`src/common/psov_regs.svh`:
```
// register map and fixed values of the power-state override block.
// assumes inclusion by bare name from the package and the design files.
`ifndef PSOV_REGS_SVH
`define PSOV_REGS_SVH

// --------------------------------------------------------------------
// register map
// --------------------------------------------------------------------
`define PSOV_OVR_ADDR 8'h12
`define PSOV_OVR_RESET 3'h0
`define PSOV_RSVD_READ 5'h00
`define PSOV_READ_IDLE 8'h00

// --------------------------------------------------------------------
// field positions inside the override register
// --------------------------------------------------------------------
`define PSOV_BIT_FORCE_FULL 0
`define PSOV_BIT_FORCE_DEEP 1
`define PSOV_BIT_IGNORE_DEEP 2

// --------------------------------------------------------------------
// power-state encodings
// --------------------------------------------------------------------
`define PSOV_STATE_FULL 3'h0
`define PSOV_STATE_DEEP 3'h7

// --------------------------------------------------------------------
// serial management bus
// --------------------------------------------------------------------
// target address; the value is arbitrary
`define PSOV_DEV_ADDR 7'h2A
`define PSOV_LAST_BIT 3'h7
`define PSOV_BIT_ZERO 3'h0
`define PSOV_PTR_STEP 8'h01
// bit counter step, sized to the 3-bit counter
`define PSOV_CNT_STEP 3'h1

`endif

```
`src/common/psov_pkg.sv`:
```
// types shared by the power-state override design files.
// assumes psov_regs.svh is on the include path.
`include "psov_regs.svh"

package psov_pkg;

  // ------------------------------------------------------------------
  // carriers
  // ------------------------------------------------------------------
  // power-state command from the processor voltage interface decoder
  typedef struct packed {
    logic valid;
    logic [2:0] state;
  } psov_cmd_t;

  // operating request handed to the phase engine
  typedef struct packed {
    logic [2:0] op_state;
    logic full_phase;
    logic phase_mgmt_en;
  } psov_vr_t;

  // ------------------------------------------------------------------
  // management bus target states, gray along the write path
  // ------------------------------------------------------------------
  typedef enum logic [3:0] {
    PSOV_IDLE = 4'h0,
    PSOV_ADDR = 4'h1,
    PSOV_AACK = 4'h3,
    PSOV_PTR = 4'h2,
    PSOV_PACK = 4'h6,
    PSOV_WDAT = 4'h7,
    PSOV_WACK = 4'h5,
    PSOV_RDAT = 4'h4,
    PSOV_RACK = 4'hC
  } psov_bus_st_t;

endpackage

```
`src/hdl/psov_mode_resolve.sv`:
```
// combinational resolution of override bits against the commanded state.
// assumes its inputs are stable register outputs of the same clock.
`timescale 1ns/10ps
`include "psov_regs.svh"

module psov_mode_resolve (
  input wire logic [2:0] ovr,
  input wire logic [2:0] req_state,
  output psov_pkg::psov_vr_t vr
);
  import psov_pkg::*;

  // ------------------------------------------------------------------
  // override priority
  // ------------------------------------------------------------------
  // full-power force outranks everything; deep force is cancelled by
  // the ignore bit, which gives plain following again
  always_comb begin
    vr.op_state = req_state;
    vr.full_phase = (req_state == `PSOV_STATE_FULL);
    vr.phase_mgmt_en = 1'b1;
    if (ovr[`PSOV_BIT_FORCE_FULL]) begin
      // full power, commands ignored [RULE7]
      vr.op_state = `PSOV_STATE_FULL;
      vr.full_phase = 1'b1;
      vr.phase_mgmt_en = 1'b0;
    end else if (ovr[`PSOV_BIT_FORCE_DEEP]) begin
      if (!ovr[`PSOV_BIT_IGNORE_DEEP]) begin
        // deep state, phase management off [RULE7]
        vr.op_state = `PSOV_STATE_DEEP;
        vr.full_phase = 1'b0;
        vr.phase_mgmt_en = 1'b0;
      end
    end else if (ovr[`PSOV_BIT_IGNORE_DEEP]) begin
      if (req_state == `PSOV_STATE_DEEP) begin
        // deep command replaced by full phase count [RULE4] [RULE5]
        vr.op_state = `PSOV_STATE_FULL;
        vr.full_phase = 1'b1;
        vr.phase_mgmt_en = 1'b0;
      end
    end
    // with all bits clear the request passes untouched [RULE3]
  end

endmodule

```
`src/hdl/psov_ctrl.sv`:
```
// power-state override register with its serial management target.
// assumes scl and sda arrive unsynchronised from pins, and that the
// command input comes from logic on core_clk.
//
// Notes on behaviour
// RULE1 - 8-bit register at 12h, bits 2:0 cleared at reset
// RULE2 - bits 7:3 read back as zero
// RULE3 - ignore bit clear: follow every commanded state; with a force bit set (1h, 2h, 3h) the forced state is used instead
// RULE4 - ignore bit set: deep command keeps full phases; with deep force also set (6h) the deep command passes as deep
// RULE5 - only deep state substituted, others honoured
// RULE6 - report register and acknowledge always follow commands
// RULE7 - full force first; deep force unless ignore set
`timescale 1ns/10ps
`include "psov_regs.svh"

module psov_ctrl (
  input wire logic core_clk,
  input wire logic srst,
  input wire logic ce,
  input wire logic scl_in,
  input wire logic sda_in,
  output logic sda_out,
  output logic sda_oe_n,
  input psov_pkg::psov_cmd_t cmd,
  output logic cmd_ack,
  output logic [2:0] reported_state,
  output psov_pkg::psov_vr_t vr,
  output logic [2:0] override_bits
);
  import psov_pkg::*;

  // ------------------------------------------------------------------
  // pin synchronisers
  // ------------------------------------------------------------------
  logic [2:0] scl_q; // stage 0 is the metastable catcher
  logic [2:0] sda_q; // stage 2 is the edge-detect history

  // only registers; stage 0 is read by stage 1 alone
  always_ff @(posedge core_clk) begin
    if (srst) begin
      scl_q <= 3'h7;
      sda_q <= 3'h7;
    end else if (ce) begin
      scl_q <= {scl_q[1:0], scl_in};
      sda_q <= {sda_q[1:0], sda_in};
    end
  end

  // bus events from the settled stages
  logic scl_rise;
  logic scl_fall;
  logic bus_start;
  logic bus_stop;
  logic sda_bit;
  assign scl_rise = scl_q[1] & ~scl_q[2];
  assign scl_fall = ~scl_q[1] & scl_q[2];
  assign bus_start = scl_q[1] & scl_q[2] & ~sda_q[1] & sda_q[2];
  assign bus_stop = scl_q[1] & scl_q[2] & sda_q[1] & ~sda_q[2];
  assign sda_bit = sda_q[1];

  // ------------------------------------------------------------------
  // bus target state
  // ------------------------------------------------------------------
  psov_bus_st_t st_q, st_d; // target phase
  logic [7:0] sh_q, sh_d; // shift register, in and out
  logic [2:0] cnt_q, cnt_d; // bit counter inside a byte
  logic done_q, done_d; // byte complete, waiting for scl low
  logic rw_q, rw_d; // transfer direction, high for read
  logic drive_q, drive_d; // pull sda low
  logic [7:0] ptr_q, ptr_d; // register pointer
  logic [2:0] ovr_q, ovr_d; // override bits
  logic [7:0] rdata; // read view at the pointer

  // read view; only the override register is mapped here
  always_comb begin
    if (ptr_q == `PSOV_OVR_ADDR) begin
      rdata = {`PSOV_RSVD_READ, ovr_q}; // [RULE2]
    end else begin
      rdata = `PSOV_READ_IDLE;
    end
  end

  // next-state of the target; start and stop win over any phase so a
  // glitching master always gets a clean restart
  always_comb begin
    st_d = st_q;
    sh_d = sh_q;
    cnt_d = cnt_q;
    done_d = done_q;
    rw_d = rw_q;
    drive_d = drive_q;
    ptr_d = ptr_q;
    ovr_d = ovr_q;
    if (bus_start) begin
      // fresh or repeated start
      st_d = PSOV_ADDR;
      cnt_d = `PSOV_BIT_ZERO;
      done_d = 1'b0;
      drive_d = 1'b0;
    end else if (bus_stop) begin
      st_d = PSOV_IDLE;
      done_d = 1'b0;
      drive_d = 1'b0;
    end else begin
      case (st_q)
        PSOV_ADDR, PSOV_PTR, PSOV_WDAT: begin
          if (scl_rise) begin
            // sample while scl is high
            sh_d = {sh_q[6:0], sda_bit};
            cnt_d = cnt_q + `PSOV_CNT_STEP;
            done_d = (cnt_q == `PSOV_LAST_BIT);
          end else if (scl_fall && done_q) begin
            done_d = 1'b0;
            drive_d = 1'b1;
            if (st_q == PSOV_ADDR) begin
              if (sh_q[7:1] == `PSOV_DEV_ADDR) begin
                rw_d = sh_q[0];
                st_d = PSOV_AACK;
              end else begin
                // not ours: stay silent until the next start
                drive_d = 1'b0;
                st_d = PSOV_IDLE;
              end
            end else if (st_q == PSOV_PTR) begin
              ptr_d = sh_q;
              st_d = PSOV_PACK;
            end else begin
              // writes elsewhere are acknowledged and dropped
              if (ptr_q == `PSOV_OVR_ADDR) begin
                ovr_d = sh_q[2:0]; // [RULE1]
              end
              ptr_d = ptr_q + `PSOV_PTR_STEP;
              st_d = PSOV_WACK;
            end
          end
        end
        PSOV_AACK: begin
          if (scl_fall) begin
            cnt_d = `PSOV_BIT_ZERO;
            if (rw_q) begin
              // first data bit goes out right after the ack
              drive_d = ~rdata[7];
              sh_d = {rdata[6:0], 1'b0};
              ptr_d = ptr_q + `PSOV_PTR_STEP;
              st_d = PSOV_RDAT;
            end else begin
              drive_d = 1'b0;
              st_d = PSOV_PTR;
            end
          end
        end
        PSOV_PACK, PSOV_WACK: begin
          if (scl_fall) begin
            drive_d = 1'b0;
            cnt_d = `PSOV_BIT_ZERO;
            st_d = PSOV_WDAT;
          end
        end
        PSOV_RDAT: begin
          if (scl_fall) begin
            if (cnt_q == `PSOV_LAST_BIT) begin
              // release for the master's ack bit
              drive_d = 1'b0;
              st_d = PSOV_RACK;
            end else begin
              drive_d = ~sh_q[7];
              sh_d = {sh_q[6:0], 1'b0};
              cnt_d = cnt_q + `PSOV_CNT_STEP;
            end
          end
        end
        PSOV_RACK: begin
          if (scl_rise) begin
            if (sda_bit) begin
              // not acknowledged: read ends
              st_d = PSOV_IDLE;
            end else begin
              done_d = 1'b1;
            end
          end else if (scl_fall && done_q) begin
            done_d = 1'b0;
            drive_d = ~rdata[7];
            sh_d = {rdata[6:0], 1'b0};
            ptr_d = ptr_q + `PSOV_PTR_STEP;
            cnt_d = `PSOV_BIT_ZERO;
            st_d = PSOV_RDAT;
          end
        end
        PSOV_IDLE: begin
          drive_d = 1'b0;
        end
        default: begin
          st_d = PSOV_IDLE;
          drive_d = 1'b0;
        end
      endcase
    end
  end

  // registers of the target; ce low freezes everything
  always_ff @(posedge core_clk) begin
    if (srst) begin
      st_q <= PSOV_IDLE;
      sh_q <= `PSOV_READ_IDLE;
      cnt_q <= `PSOV_BIT_ZERO;
      done_q <= 1'b0;
      rw_q <= 1'b0;
      drive_q <= 1'b0;
      ptr_q <= `PSOV_READ_IDLE;
      ovr_q <= `PSOV_OVR_RESET; // [RULE1]
    end else if (ce) begin
      st_q <= st_d;
      sh_q <= sh_d;
      cnt_q <= cnt_d;
      done_q <= done_d;
      rw_q <= rw_d;
      drive_q <= drive_d;
      ptr_q <= ptr_d;
      ovr_q <= ovr_d;
    end
  end

  // open-drain: only ever pull low
  assign sda_out = 1'b0;
  assign sda_oe_n = ~drive_q;
  assign override_bits = ovr_q;

  // ------------------------------------------------------------------
  // power-state handling
  // ------------------------------------------------------------------
  logic [2:0] rpt_q, rpt_d; // reported power state
  logic ack_q, ack_d; // command acknowledge pulse
  psov_vr_t vr_q, vr_d; // request to the phase engine
  logic [2:0] req_state; // state the resolver judges

  // a new command is judged at once; otherwise the last report is
  // re-judged so a register write takes effect without a command
  assign req_state = cmd.valid ? cmd.state : rpt_q;

  psov_mode_resolve u_resolve (
    .ovr(ovr_q),
    .req_state(req_state),
    .vr(vr_d)
  );

  // report and acknowledge ignore the override bits entirely
  always_comb begin
    rpt_d = rpt_q;
    ack_d = 1'b0;
    if (cmd.valid) begin
      rpt_d = cmd.state; // [RULE6]
      ack_d = 1'b1; // [RULE6]
    end
  end

  // registers of the power-state path
  always_ff @(posedge core_clk) begin
    if (srst) begin
      rpt_q <= `PSOV_STATE_FULL;
      ack_q <= 1'b0;
      vr_q <= {`PSOV_STATE_FULL, 1'b1, 1'b1};
    end else if (ce) begin
      rpt_q <= rpt_d;
      ack_q <= ack_d;
      vr_q <= vr_d; // [RULE3] [RULE4] [RULE5] [RULE7]
    end
  end

  assign cmd_ack = ack_q;
  assign reported_state = rpt_q;
  assign vr = vr_q;

endmodule

```
`config.mk`:
```
export PLATFORM = sky130hd
export DESIGN_NAME = psov_ctrl
export DESIGN_NICKNAME = d
export VERILOG_FILES = /design/src/common/psov_pkg.sv /design/src/hdl/psov_mode_resolve.sv /design/src/hdl/psov_ctrl.sv
export VERILOG_INCLUDE_DIRS = /design/src /design/src/common
export SDC_FILE = /design/constraint.sdc
export NUM_CORES = 1
export LEC_CHECK = 0
export BUFFER_PORTS_ARGS = -buffer_cell sky130_fd_sc_hd__clkbuf_2
export CAP_MARGIN = 15
export CORE_MARGIN = 2
export CORE_UTILIZATION = 50
export DETAILED_ROUTE_END_ITERATION = 12
export PLACE_DENSITY = 0.78
export SYNTH_ARGS = -nofsm -noshare
export SYNTH_HDL_FRONTEND = slang
export SYNTH_SLANG_ARGS = --single-unit
```
`constraint.sdc`:
```
create_clock -name core_clk -period 4.3 [get_ports core_clk]
set_input_delay 0.215 -clock core_clk [delete_from_list [all_inputs] [get_ports core_clk]]
set_output_delay 0.215 -clock core_clk [all_outputs]
set_load 0.02 [all_outputs]
```
## Word-level counts from Yosys, hierarchy flattened

Index checks and enable logic that the tools add are counted.

- Add/subtract/negate cells: 2
- Mux-type cells: 71
- Reductions and logical operators: 18
- Bitwise operators: 19
- Equal/unequal tests: 41

Operators by type and width:

| cell | number |
|---|---|
| 8-bit 2-to-1 mux | 15 |
| 4-bit 2-to-1 mux | 12 |
| 3-bit 2-to-1 mux | 11 |
| 4-bit != test, second input constant | 8 |
| 8-bit one-hot mux with 4 select lines | 1 |
| 5-bit 2-to-1 mux | 5 |
| 4-bit one-hot mux with 6 select lines | 1 |
| 8-bit one-hot mux with 3 select lines | 1 |
| 2-bit != test, second input constant | 11 |
| 11-bit AND reduction | 2 |
| 1-bit 2-to-1 mux | 20 |
| 3-bit != test, second input constant | 6 |
| 9-bit AND reduction | 2 |
| 4-bit by 3-bit == test with 1-bit output, second input constant | 4 |
| 8-bit AND reduction | 2 |
| 5-bit != test, second input constant | 3 |
| 3-bit one-hot mux with 4 select lines | 1 |
| 1-bit inverter | 11 |
| 10-bit AND reduction | 1 |
| 8-bit by 1-bit adder with 8-bit output, second input constant | 1 |
| 4-bit by 2-bit == test with 1-bit output, second input constant | 2 |
| 8-bit by 5-bit == test with 1-bit output, second input constant | 1 |
| 4-bit nonzero test | 2 |
| 1-bit bitwise AND | 7 |
| other kinds (18) | 21 |

- Word-level logic and storage cells: 166
- Output and inout bits: 14
- Bits in registers: 44

## Depth between registers and ports, before layout

Gate-level depths: netlist (run 1).

- Word-level depth: 8
- Mapped depth: 8
- Depth with buffers taken out: 7

## Cells and area by module

A second synthesis (run 1) with hierarchy kept.

- Cells, all modules: 335
- Area total of the unflattened synthesis: 2,642.5 µm²

By module, submodules not included:

| module | area an instance (µm²) | cells each | instances |
|---|---|---|---|
| psov_ctrl | 2,532.4 | 316 | 1 |
| psov_mode_resolve | 110.1 | 19 | 1 |

## Least setup slack after synthesis (run 1)

No wires, ideal clock.

- Kind: register -> register
- From: register cnt_q[0]
- To: register sh_q[0]
- Stages on the path, launching flop included: 8
- Setup time: 72 ps
- Period minus slack after synthesis: 1,702 ps
- Slack: 2,598 ps
- Arrival time: 1,631 ps
- Cells stage by stage: dfxtp_1 -> ha_1 -> ha_1 -> nor3b_1 -> o21ai_1 -> and3_1 -> nor2_2 -> mux2i_1

- Longest elaborated chain between the ends: 3

Ends and longest elaborated chain:

| item | line | source |
|---|---|---|
| start, declared | psov_ctrl.sv:66 | `logic [2:0] cnt_q, cnt_d;` |
| start signal, assigned | psov_ctrl.sv:205 | `` cnt_q <= `PSOV_BIT_ZERO; `` |
| start signal, assigned | psov_ctrl.sv:214 | `cnt_q <= cnt_d;` |
| 3-bit == test (no line) | -- |  |
| 2-bit != test (no line) | -- |  |
| 11-bit AND reduction (no line) | -- |  |
| end signal, assigned | psov_ctrl.sv:204 | `` sh_q <= `PSOV_READ_IDLE; `` |
| end, declared | psov_ctrl.sv:65 | `logic [7:0] sh_q, sh_d;` |

Every way passes these cells.
A chain may end at the register's enable or synchronous reset.

## Worst setup path in the final report (run 1)

- From: register st_q[2]
- To: register ptr_q[0]

- Longest elaborated chain between the ends: 6
- Elaborated cells between the ends (all ways): 20
- Those cells by class: eq/ne (12); mux (5); reduce/logical (3)

Ends and longest elaborated chain:

| item | line | source |
|---|---|---|
| start, declared | psov_ctrl.sv:64 | `psov_bus_st_t st_q, st_d;` |
| start signal, assigned | psov_ctrl.sv:212 | `st_q <= st_d;` |
| 4-bit by 2-bit == test with 1-bit output | psov_ctrl.sv:105, psov_ctrl.sv:124 |  |
| 8-bit 2-to-1 mux | psov_ctrl.sv:124 | `end else if (st_q == PSOV_PTR) begin` |
| 8-bit 2-to-1 mux | psov_ctrl.sv:115 | `if (st_q == PSOV_ADDR) begin` |
| 8-bit 2-to-1 mux | psov_ctrl.sv:112 | `end else if (scl_fall && done_q) begin` |
| 8-bit 2-to-1 mux | psov_ctrl.sv:107 | `if (scl_rise) begin` |
| 8-bit one-hot mux with 3 select lines | psov_ctrl.sv:105 | `case (st_q)` |
| end signal, assigned | psov_ctrl.sv:209 | `` ptr_q <= `PSOV_READ_IDLE; `` |
| end signal, assigned | psov_ctrl.sv:218 | `ptr_q <= ptr_d;` |
| end, declared | psov_ctrl.sv:70 | `logic [7:0] ptr_q, ptr_d;` |

Parallel ways exist; a longest one is shown, timed or not. The select of a mux whose other input is x is not followed.

==> results of run 1 <==
## through the flow
stage / area, um^2 / power (W) / setup WS [ps]
finish: 3050 / 0.000844 / 1600
global route: 3050 / 0.000876 / 1400
global placement: 2940 / 0.000515 / 1840
CTS: 3050 / 0.000847 / 1660
detailed placement: 2940 / 0.000517 / 1680
floorplan: 2900 / 0.000498 / 2600
## placed cells by master (no fill, tap or decap), drive strengths merged, types with 5 or more instances in the layout
master  count
a211o       7
o31ai       7
nor2b      13
a31oi       5
a211oi      7
and3        7
mux2i      12
a22oi       5
nor2       28
clkbuf     26
nand3      14
o21ai      19
a21oi      27
nand4       5
nand2      23
nand2b     12
inv         7
dfxtp      44
nand3b      6
nor3b       9
## power groups by stage
stage | Sequential (W) | Combinational (W) | Clock, W
floorplan | 0.000435 | 0.0000633 | 0
global placement | 0.000434 | 0.0000814 | 0
detailed placement | 0.000434 | 0.0000830 | 0
CTS | 0.000425 | 0.0000837 | 0.000339
global route | 0.000427 | 0.0000934 | 0.000356
finish | 0.000425 | 0.0000837 | 0.000335
## layout make-up
type                       count  area share [%]
clock inverter                 3            1.52
inverter                       6           0.738
clock buffer                   5            2.26
multi-input combinational    272            60.2
sequential                    44            28.9
tap                           72            2.95
timing repair buffer          21            3.44
## path summary, 6_finish.rpt
kind	startpoint	end	slack, ps	cells after the start
worst min-delay path	sda_in	sda_q[0]	110	2
worst min register to register	scl_q[0]	scl_q[1]	460	1
worst max register to register	st_q[2]	ptr_q[0]	1600	5
worst max-delay path	st_q[2]	ptr_q[0]	1600	5
## state kept, by name (all words and copies together), names as in the netlist, 3 cells and up
register,count
ptr_q,8
sh_q,8
vr,5
st_q,4
cnt_q,3
override_bits,3
reported_state,3
scl_q,3
sda_q,3
## logic make-up after synthesis
| kind of cell | count (synthesis) | share of synthesized area, % |
|---|---|---|
| AND/OR/NAND/NOR | 148 | 31.1 |
| AO/OA/AOI/OAI | 104 | 25.4 |
| flip-flops | 44 | 30.4 |
| buffers and inverters | 34 | 6.21 |
| multiplexers | 12 | 4.14 |
| adder cells (fa/ha/maj) | 4 | 1.73 |
| XOR/XNOR | 3 | 0.907 |
| other | 1 | 0.129 |
## per-layer routing
| layer | track usage [%] | vias to the layer above |
|---|---|---|
| met1 | 30.1 | 1229 |
| met3 | 3.82 | 12 |
| met2 | 33.7 | 74 |
| met4 | 6.10 | 0 |
| met5 | 0 | - |
| li1 | - | 1300 |
==> key figures, run 1 <==
Final layout
  – Fraction of layout cells with a size suffix above 1: 12.8%
  – Count of inserted antenna diode cells: 0
  – Final Util: 55.1%
  – Area of the multi-input gates: 1840 um^2
  – Final std cells w/o fill: 423
  – Filler Cells Inserted: 513
  – Sequential Area: 881 um^2
  – Syn-to-layout area delta: 5.27%
  – NumNets Final: 363

CTS
  – Worst skew pair latency: 310 ps
  – Post-CTS setup buffer count: 0
  – Cts hold-fix bufs: 0
  – Post-CTS sizing: 0
  – Clk sinks: 44
  – TritonCTS Buffers: 5
  – CTS Buffer Depth: 2
  – Clock Root Buffer: clkbuf_8
  – CTS tree: done
  – # H-tree levels: 2
  – Clock transition at path regs: 90 ps

Place
  – Placer congestion estimate: 0.890
  – Placed cell count: 415
  – Post-DP HPWL: ~4.3 mm
  – Port bufs: 21

Detailed routing
  – Wire per inst: approximately 15 um
  – Drt first-iter violations: 237
  – Total Routed Length: roughly 6.5 mm
  – TritonRoute pass-1 iters: 7
  – DRC: 0
  – Via count: 2615
  – Antenna viol nets, final: 0
  – Wire length on met3: 307 um
  – Metal2 WL: about 3 mm
  – M1 WL: 3.12 mm
  – Via/cell ratio: 6.18
  – DR top layer: met4

Synth
  – Synth top area share: 30.4%
  – EDFF count, synth: 0
  – Commonest cells in the netlist: dfxtp_1, a21oi_1, nor2_1, nand2_1, nand3_1
  – Yosys reg bits: 44
  – Mapped Area: around 2900 um^2
  – Mapped Nets: 363
  – Yosys top cell by area: dfxtp_1
  – Yosys warns: 0
  – Top post-synthesis cells by area: dfxtp_1, a21oi_1, mux2i_1
  – Dominant synthesized flop cell: dfxtp_1
  – Syn Area/Cell: 8.28 um^2
  – Synthesized instance count: 350
  – Post-synth cell types: 69
  – Most common cell in the netlist: dfxtp_1
  – FFs w/ async S/R, synth: 0%
  – Sequential area share after synthesis: 30.4%

STA
  – Final Max Tran Viols: 0
  – Final Cycle Share: a little over three fifths
  – Fmax: 371 MHz
  – Fin Setup TNS: 0 ps
  – Clk_skew: 8.35 ps
  – Final hold slack: 105 ps
  – RSZ-0062 raised after global routing: no
  – Slew margin rel.: 30.7%
  – Final setup fails: 0
  – Worst slew pin tran: 1040 ps
  – Period minus WS final: 2700 ps
  – Fin. Hold Viols: 0

Floorplan
  – Io pins: 23
  – Num rows: 27
  – Die Y: 80.1 um
  – Initial Util: 52.3%
  – Chip Width: 80.1 um
  – Die footprint: 6420 um^2
  – CORE AREA: approximately 5500 um^2

Power and ir drop
  – Leak: 1.09 nW
  – Net Sw Frac: 26.4%
  – Power share of the combinational group: 9.9%
  – Power Density: 276 nW/um^2
  – Max IR drop VDD: between 0.2 and 0.3 mV
  – Clk pwr share: 39.7%
  – Internal cell power: roughly 0.00062 W
  – Flop pwr share: 50.4%
  – Sw Pwr: 0.000223 W

Min path
  – Worst min path class: primary input to register

Run status
  – Status: complete, no violations

Critical path
  – Dominant delay contributor by cell family on the critical path: simple AND/OR/NAND/NOR gates
  – Buf+Inv Stages, Crit Path: 0
  – Worst-path maximum fanout: 31
  – Critical path arrival: 2910 ps
  – Critical Path Start Type: register
  – Crit path largest cell delay: 1020 ps
  – Crit-path cells: nand4bb_1, o21bai_2, nand4_4, or4_1, a31oi_1
  – Required @ worst endpoint: between 4000 and 5000 ps
  – Endpoint class of the critical path: register
  – CP max-delay cell: dfxtp_1
  – Critical path class: register to register

GRT
  – Vias in the first global route: 2305
  – Largest net degree at the start of global routing: 53
  – Congestion Overflow GR: 0
  – First-pass GRT wire length: 11.1 mm
  – Initial antenna violation count: 0
  – GRT Util Overall: 21.5%

Job
  – Max_cap viols: 0
No activity file was read; power rests on OpenSTA's default activity.
==> run 2: changes to the inputs <==
==> constraint.sdc (replaced) <==
create_clock -name core_clk -period 2.7 [get_ports core_clk]
set_input_delay 0.135 -clock core_clk [delete_from_list [all_inputs] [get_ports core_clk]]
set_output_delay 0.135 -clock core_clk [all_outputs]
set_load 0.02 [all_outputs]
==> run 2 against run 1 <==
  * Die area unchanged
  * Power is 59% higher
  * Clock skew shrank 1.2 ps
  * Routed wire length is 3.8% higher
  * Via count rose by 2.6%
  * Maximum frequency is 16% higher
==> key figures, run 2 (synthesis gave the netlist of run 1 again) <==
Floorplan
  – Num rows: 27
  – Die footprint: around 6400 um^2
  – CORE AREA: between 5000 and 6000 um^2
  – Die Y: 80.1 um
  – Initial Util: 52.3%
  – Io pins: 23
  – Chip Width: about 80 um

Final layout
  – Count of inserted antenna diode cells: 0
  – Most frequent cells in the layout: dfxtp_1, nor2_1, a21oi_1
  – Fraction of layout cells with a size suffix above 1: between 10 and 15%
  – Syn-to-layout area delta: 6.86%
  – Filler Cells Inserted: between 500 and 600
  – Commonest non-fill, non-tap cell in the layout: dfxtp_1
  – Final Cell Area: 3100 um^2
  – NumNets Final: 369

Job
  – Max_cap viols: 0

Place
  – Port bufs: 21
  – Post-DP HPWL: 4.59 mm
  – Placer congestion estimate: around 0.9
  – Post-DP Area: 2980 um^2

Detailed routing
  – Via/cell ratio: 6.26
  – Antenna viol nets, final: 0
  – Via count: 2684
  – Wire per inst: 15.8 um
  – Total Routed Length: 6.77 mm
  – Drt first-iter violations: 231
  – DRC: 0
  – TritonRoute pass-1 iters: 5

GRT
  – Congestion Overflow GR: 0
  – Largest net degree at the start of global routing: 33
  – Initial antenna violation count: 0
  – GRT Util Overall: 22.5%
  – Vias in the first global route: 2450
  – First-pass GRT wire length: 11.5 mm

CTS
  – CTS tree: done
  – TritonCTS Buffers: 5
  – Clock Root Buffer: clkbuf_8
  – Post-CTS setup buffer count: 0
  – Clk sinks: 44
  – Worst skew pair latency: 310 ps
  – Clock transition at path regs: 90 ps
  – Post-CTS sizing: 0
  – # H-tree levels: 2
  – CTS Buffer Depth: 2
  – Cts hold-fix bufs: 0

STA
  – Clk_skew: 7.20 ps
  – RSZ-0062 raised after global routing: no
  – Fmax: about 430 MHz
  – Worst slew pin tran: 695 ps
  – Fin Setup TNS: 0 ps
  – Final setup fails: 0
  – Final Max Tran Viols: 0
  – Fin. Hold Viols: 0
  – Final Cycle Share: between 80% and 90%
  – Final hold slack: 31.9 ps
  – Period minus WS final: between 2000 and 2500 ps
  – Slew margin rel.: 53.6%

Critical path
  – Critical Path Start Type: register
  – Required @ worst endpoint: 2950 ps
  – Critical path class: register to register
  – Endpoint class of the critical path: register
  – Critical path arrival: approximately 2600 ps
  – Worst-path maximum fanout: 22

Min path
  – Worst min path class: primary input to register

Power and ir drop
  – Power Density: roughly 430 nW/um^2
  – Max IR drop VDD: 0.260 mV
  – Leak: 1.13 nW

Run status
  – Status: complete, no violations
## run 2: cell count changes in the layout (fill, tap and decap cells not counted)
cell / delta
clkinvlp_4: -1
buf_4: +6
clkinv_4: +2
inv_6: -1
## run 2: worst max-delay path: stages, from the launching register on
cell and delay (ps):
dfxtp_1 780, and4bb_4 350, o21ai_2 100, nand4_4 270, or4_1 590, a31oi_1 160
## run 2: per-layer routing
metal	track usage, %	share of wire, %
met4	7.80	2.3
met1	29.8	46
met2	36.1	47
met5	0	0
met3	4.83	4.7
## run 2: cell type report
type | count | area [um^2] | share of cell area, %
clock buffer | 5 | 68.8 | 2.22
clock inverter | 3 | 47.5 | 1.53
inverter | 6 | 22.5 | 0.727
multi-input combinational | 272 | 1840 | 59.3
sequential | 44 | 881 | 28.4
tap | 72 | 90.1 | 2.91
timing repair buffer | 27 | 150 | 4.85
## run 2: path summary, 6_finish.rpt
path / depth (start not counted) / start / endpoint / slack, ps
worst max-delay path: 5 / st_q[1] / ptr_q[0] / 390
worst max register to register: 5 / st_q[1] / ptr_q[0] / 390
worst min-delay path: 2 / scl_in / scl_q[0] / 30
worst min register to register: 1 / scl_q[0] / scl_q[1] / 460
## run 2: through the flow
stage	setup WS, ps	util [%]	std cells	power [W]
finish	386	55.9	429	0.00135
global route	213	55.9	429	0.00140
CTS	401	55.9	429	0.00135
detailed placement	453	53.8	421	0.000826
global placement	500	53.8	421	0.000823
floorplan	998	-	350	0.000793
## run 2: power breakdown
group	internal (W)	switching (W)	leakage [nW]	total [W]
Combinational	0.0000494	0.0000866	0.711	0.000136
Clock	0.000279	0.000255	0.0583	0.000533
Sequential	0.000662	0.0000143	0.357	0.000676
Total	0.000990	0.000355	1.13	0.00135
==> run 3: changes to the inputs <==
--- a/config.mk
+++ b/config.mk
@@ -11,7 +11,8 @@
 export CORE_MARGIN = 2
 export CORE_UTILIZATION = 50
 export DETAILED_ROUTE_END_ITERATION = 12
-export PLACE_DENSITY = 0.78
+export PLACE_DENSITY = 0.79
 export SYNTH_ARGS = -nofsm -noshare
 export SYNTH_HDL_FRONTEND = slang
+export SYNTH_HIERARCHICAL = 1
 export SYNTH_SLANG_ARGS = --single-unit
==> run 3 against run 2 <==
  * Global-route usage down 0.45 points
  * Routed wire length is 9.1% lower
  * Clock skew is 4.3 ps higher
  * Register-to-register slack lost 90 ps
  * Synthesized area decreased by 8.8%
  * Power fell by 2.2%
  * Die area decreased by 8.4%
  * Cell count shrank 1.4%
  * Maximum frequency is 3.7% lower
  * Worst hold slack better by 27 ps
  * Via count decreased by 8.6%
  * Core utilization is 1.6 points higher
==> key figures, run 3 <==
Synth
  – Yosys top cell by area: dfxtp_1
  – Dominant synthesized flop cell: dfxtp_1
  – Yosys warns: 6
  – EDFF count, synth: 0
  – Sequential area share after synthesis: 33.3%
  – Xor and xnor area share after synthesis: 0.994%
  – Syn Area/Cell: 7.89 um^2
  – Commonest cells in the netlist: dfxtp_1, nand2_1, nor2_1, a21oi_1, mux2i_1
  – Synth Area in Adders: 1.89%
  – FFs w/ async S/R, synth: 0%
  – Simple-Gate Fraction of Synth Area: 30.6%
  – Main combinational cell family by area after synthesis: simple AND/OR/NAND/NOR gates
  – Synth top area share: 33.3%
  – Top post-synthesis cells by area: dfxtp_1, mux2i_1, a21oi_1
  – Yosys reg bits: 44
  – Mapped Area: 2640 um^2
  – Mux share of post-synthesis cell area: 9.61%
  – Synth Area in Compound Gates: 18.1%
  – Synthesized instance count: 335
  – Mapped Nets: 348
  – Most common cell in the netlist: dfxtp_1
  – Post-synth cell types: between 60 and 70

Final layout
  – Count of inserted antenna diode cells: 0
  – Most frequent cells in the layout: dfxtp_1, nand2_1, nor2_1
  – Final Cell Area: 2940 um^2
  – Commonest non-fill, non-tap cell in the layout: dfxtp_1
  – Syn-to-layout area delta: 11.2%
  – Final std cells w/o fill: 423
  – Fraction of layout cells with a size suffix above 1: between 10% and 20%
  – NumNets Final: between 300 and 400
  – Filler Cells Inserted: 467

Place
  – Port bufs: 21
  – Placer congestion estimate: 1.00
  – Setup WS pre-CTS: 374 ps
  – Post-DP Area: between 2000 and 3000 um^2
  – Placed cell count: 415
  – Post-DP HPWL: 4.20 mm

Floorplan
  – Io pins: 23
  – Die footprint: 5880 um^2
  – Die Y: 76.7 um
  – Chip Width: 76.7 um
  – CORE AREA: 5110 um^2
  – Num rows: 26
  – Initial Util: between 50% and 60%

Critical path
  – Reg2reg start: st_q[1]
  – Crit path from: st_q[1]
  – Critical Path Start Type: register
  – Worst setup endpoint: ptr_q[0]
  – Worst reg2reg path endpoint: ptr_q[0]
  – Required @ worst endpoint: around 2900 ps
  – Worst-path maximum fanout: 16
  – Reg2Reg Depth: 6
  – Reg2reg setup slack: ~300 ps
  – Critical path arrival: 2630 ps
  – Endpoint class of the critical path: register
  – Critical path class: register to register

CTS
  – CTS tree: done
  – Post-CTS setup buffer count: 0
  – CTS Buffer Depth: 2
  – Worst skew pair latency: 300 ps
  – Clock transition at path regs: approximately 90 ps
  – Clk sinks: 44
  – TritonCTS Buffers: 5
  – # H-tree levels: 2
  – Cts hold-fix bufs: 0
  – Post-CTS sizing: 0
  – Clock Root Buffer: clkbuf_8

STA
  – Period minus WS final: 2400 ps
  – RSZ-0062 raised after global routing: no
  – Slew margin rel.: 34.6%
  – Final setup fails: 0
  – Clk_skew: 11.5 ps
  – Fin. Hold Viols: 0
  – Fmax: 416 MHz
  – Setup ws final: around 300 ps
  – Final Max Tran Viols: 0
  – Fin Setup TNS: 0 ps
  – Worst slew pin tran: 974 ps
  – Final Cycle Share: between 80% and 90%

GRT
  – Initial antenna violation count: 0
  – First-pass GRT wire length: 10.8 mm
  – GRT Util Overall: 22.0%
  – Vias in the first global route: 2321
  – Congestion Overflow GR: 0
  – Largest net degree at the start of global routing: 35

Detailed routing
  – Via/cell ratio: 5.80
  – Drt first-iter violations: ~200
  – DRC: 0
  – Via count: 2452
  – Wire per inst: 14.5 um
  – Antenna viol nets, final: 0
  – Total Routed Length: around 6.1 mm
  – TritonRoute pass-1 iters: 4

Run status
  – Status: complete, no violations

Job
  – Max_cap viols: 0

Power and ir drop
  – Power Density: 448 nW/um^2
  – Leak: between 1 and 1.5 nW
  – Max IR drop VDD: between 0.3 and 0.4 mV

Min path
  – Worst min path class: primary input to register
[run 3: cell count changes in the layout (fill, tap and decap cells not counted), sizes merged, moves of 7 or more]
cell	delta
a211o	-7
mux2i	+10
nand2	+17
nor2b	-10
nor3	+15
o31ai	-7
[run 3: cells by family after synthesis]
kind of cell | after synthesis
xor gates and xnor gates | 3
AOI/OAI and AO/OA | 76
other | 1
DFF | 44
adders and majority gates | 4
buffers and inverters | 30
muxes | 25
and+or+nand+nor | 152
[run 3: worst min-delay path by stage]
| stage | from | end | cells past startpoint | slack [ps] |
|---|---|---|---|---|
| 3_5_place_dp | sda_in | sda_q[0] | 3 | 360 |
| 4_1_cts | scl_in | scl_q[0] | 3 | 50 |
| 2_1_floorplan | scl_in | scl_q[0] | 2 | 260 |
| 6_report | scl_in | scl_q[0] | 3 | 60 |
| 3_3_place_gp | scl_in | scl_q[0] | 3 | 350 |
| 5_1_grt | scl_in | scl_q[0] | 3 | 50 |
[run 3: cell type report]
type	count	area [um^2]	area share, %
timing repair buffer	33	195	6.64
multi-input combinational	261	1630	55.4
clock buffer	6	82.6	2.81
clock inverter	2	38.8	1.32
sequential	44	881	30.0
tap	70	87.6	2.98
inverter	7	26.3	0.894
[run 3: through the flow]
stage / total power [W] / hold WS (ps) / utilization, %
floorplan: 0.000761 / 263 / -
global placement: 0.000792 / 351 / 55.2
detailed placement: 0.000794 / 357 / 55.2
CTS: 0.00133 / 49.0 / 57.5
global route: 0.00137 / 48.2 / 57.5
finish: 0.00132 / 59.0 / 57.5
[run 3: power by group]
group	internal (W)	switching, W
Combinational	0.0000435	0.0000687
Sequential	0.000659	0.00000870
Clock	0.000303	0.000233
Total	0.00101	0.000311
[run 3: worst max-delay path, stage by stage, from the launching register on]
cell       delay [ps]
dfxtp_1           640
nand4bb_1         300
a21oi_1           100
nor3_1            290
o21ai_1           400
or3_1             430
a31oi_1           160
[run 3: metal layers]
metal,GRT usage [%],vias up,wire length [um]
met3,3.18,12,209
met2,36.0,55,2930
met4,7.27,0,97
met1,29.9,1145,2910
li1,-,1240,-
met5,0,-,0
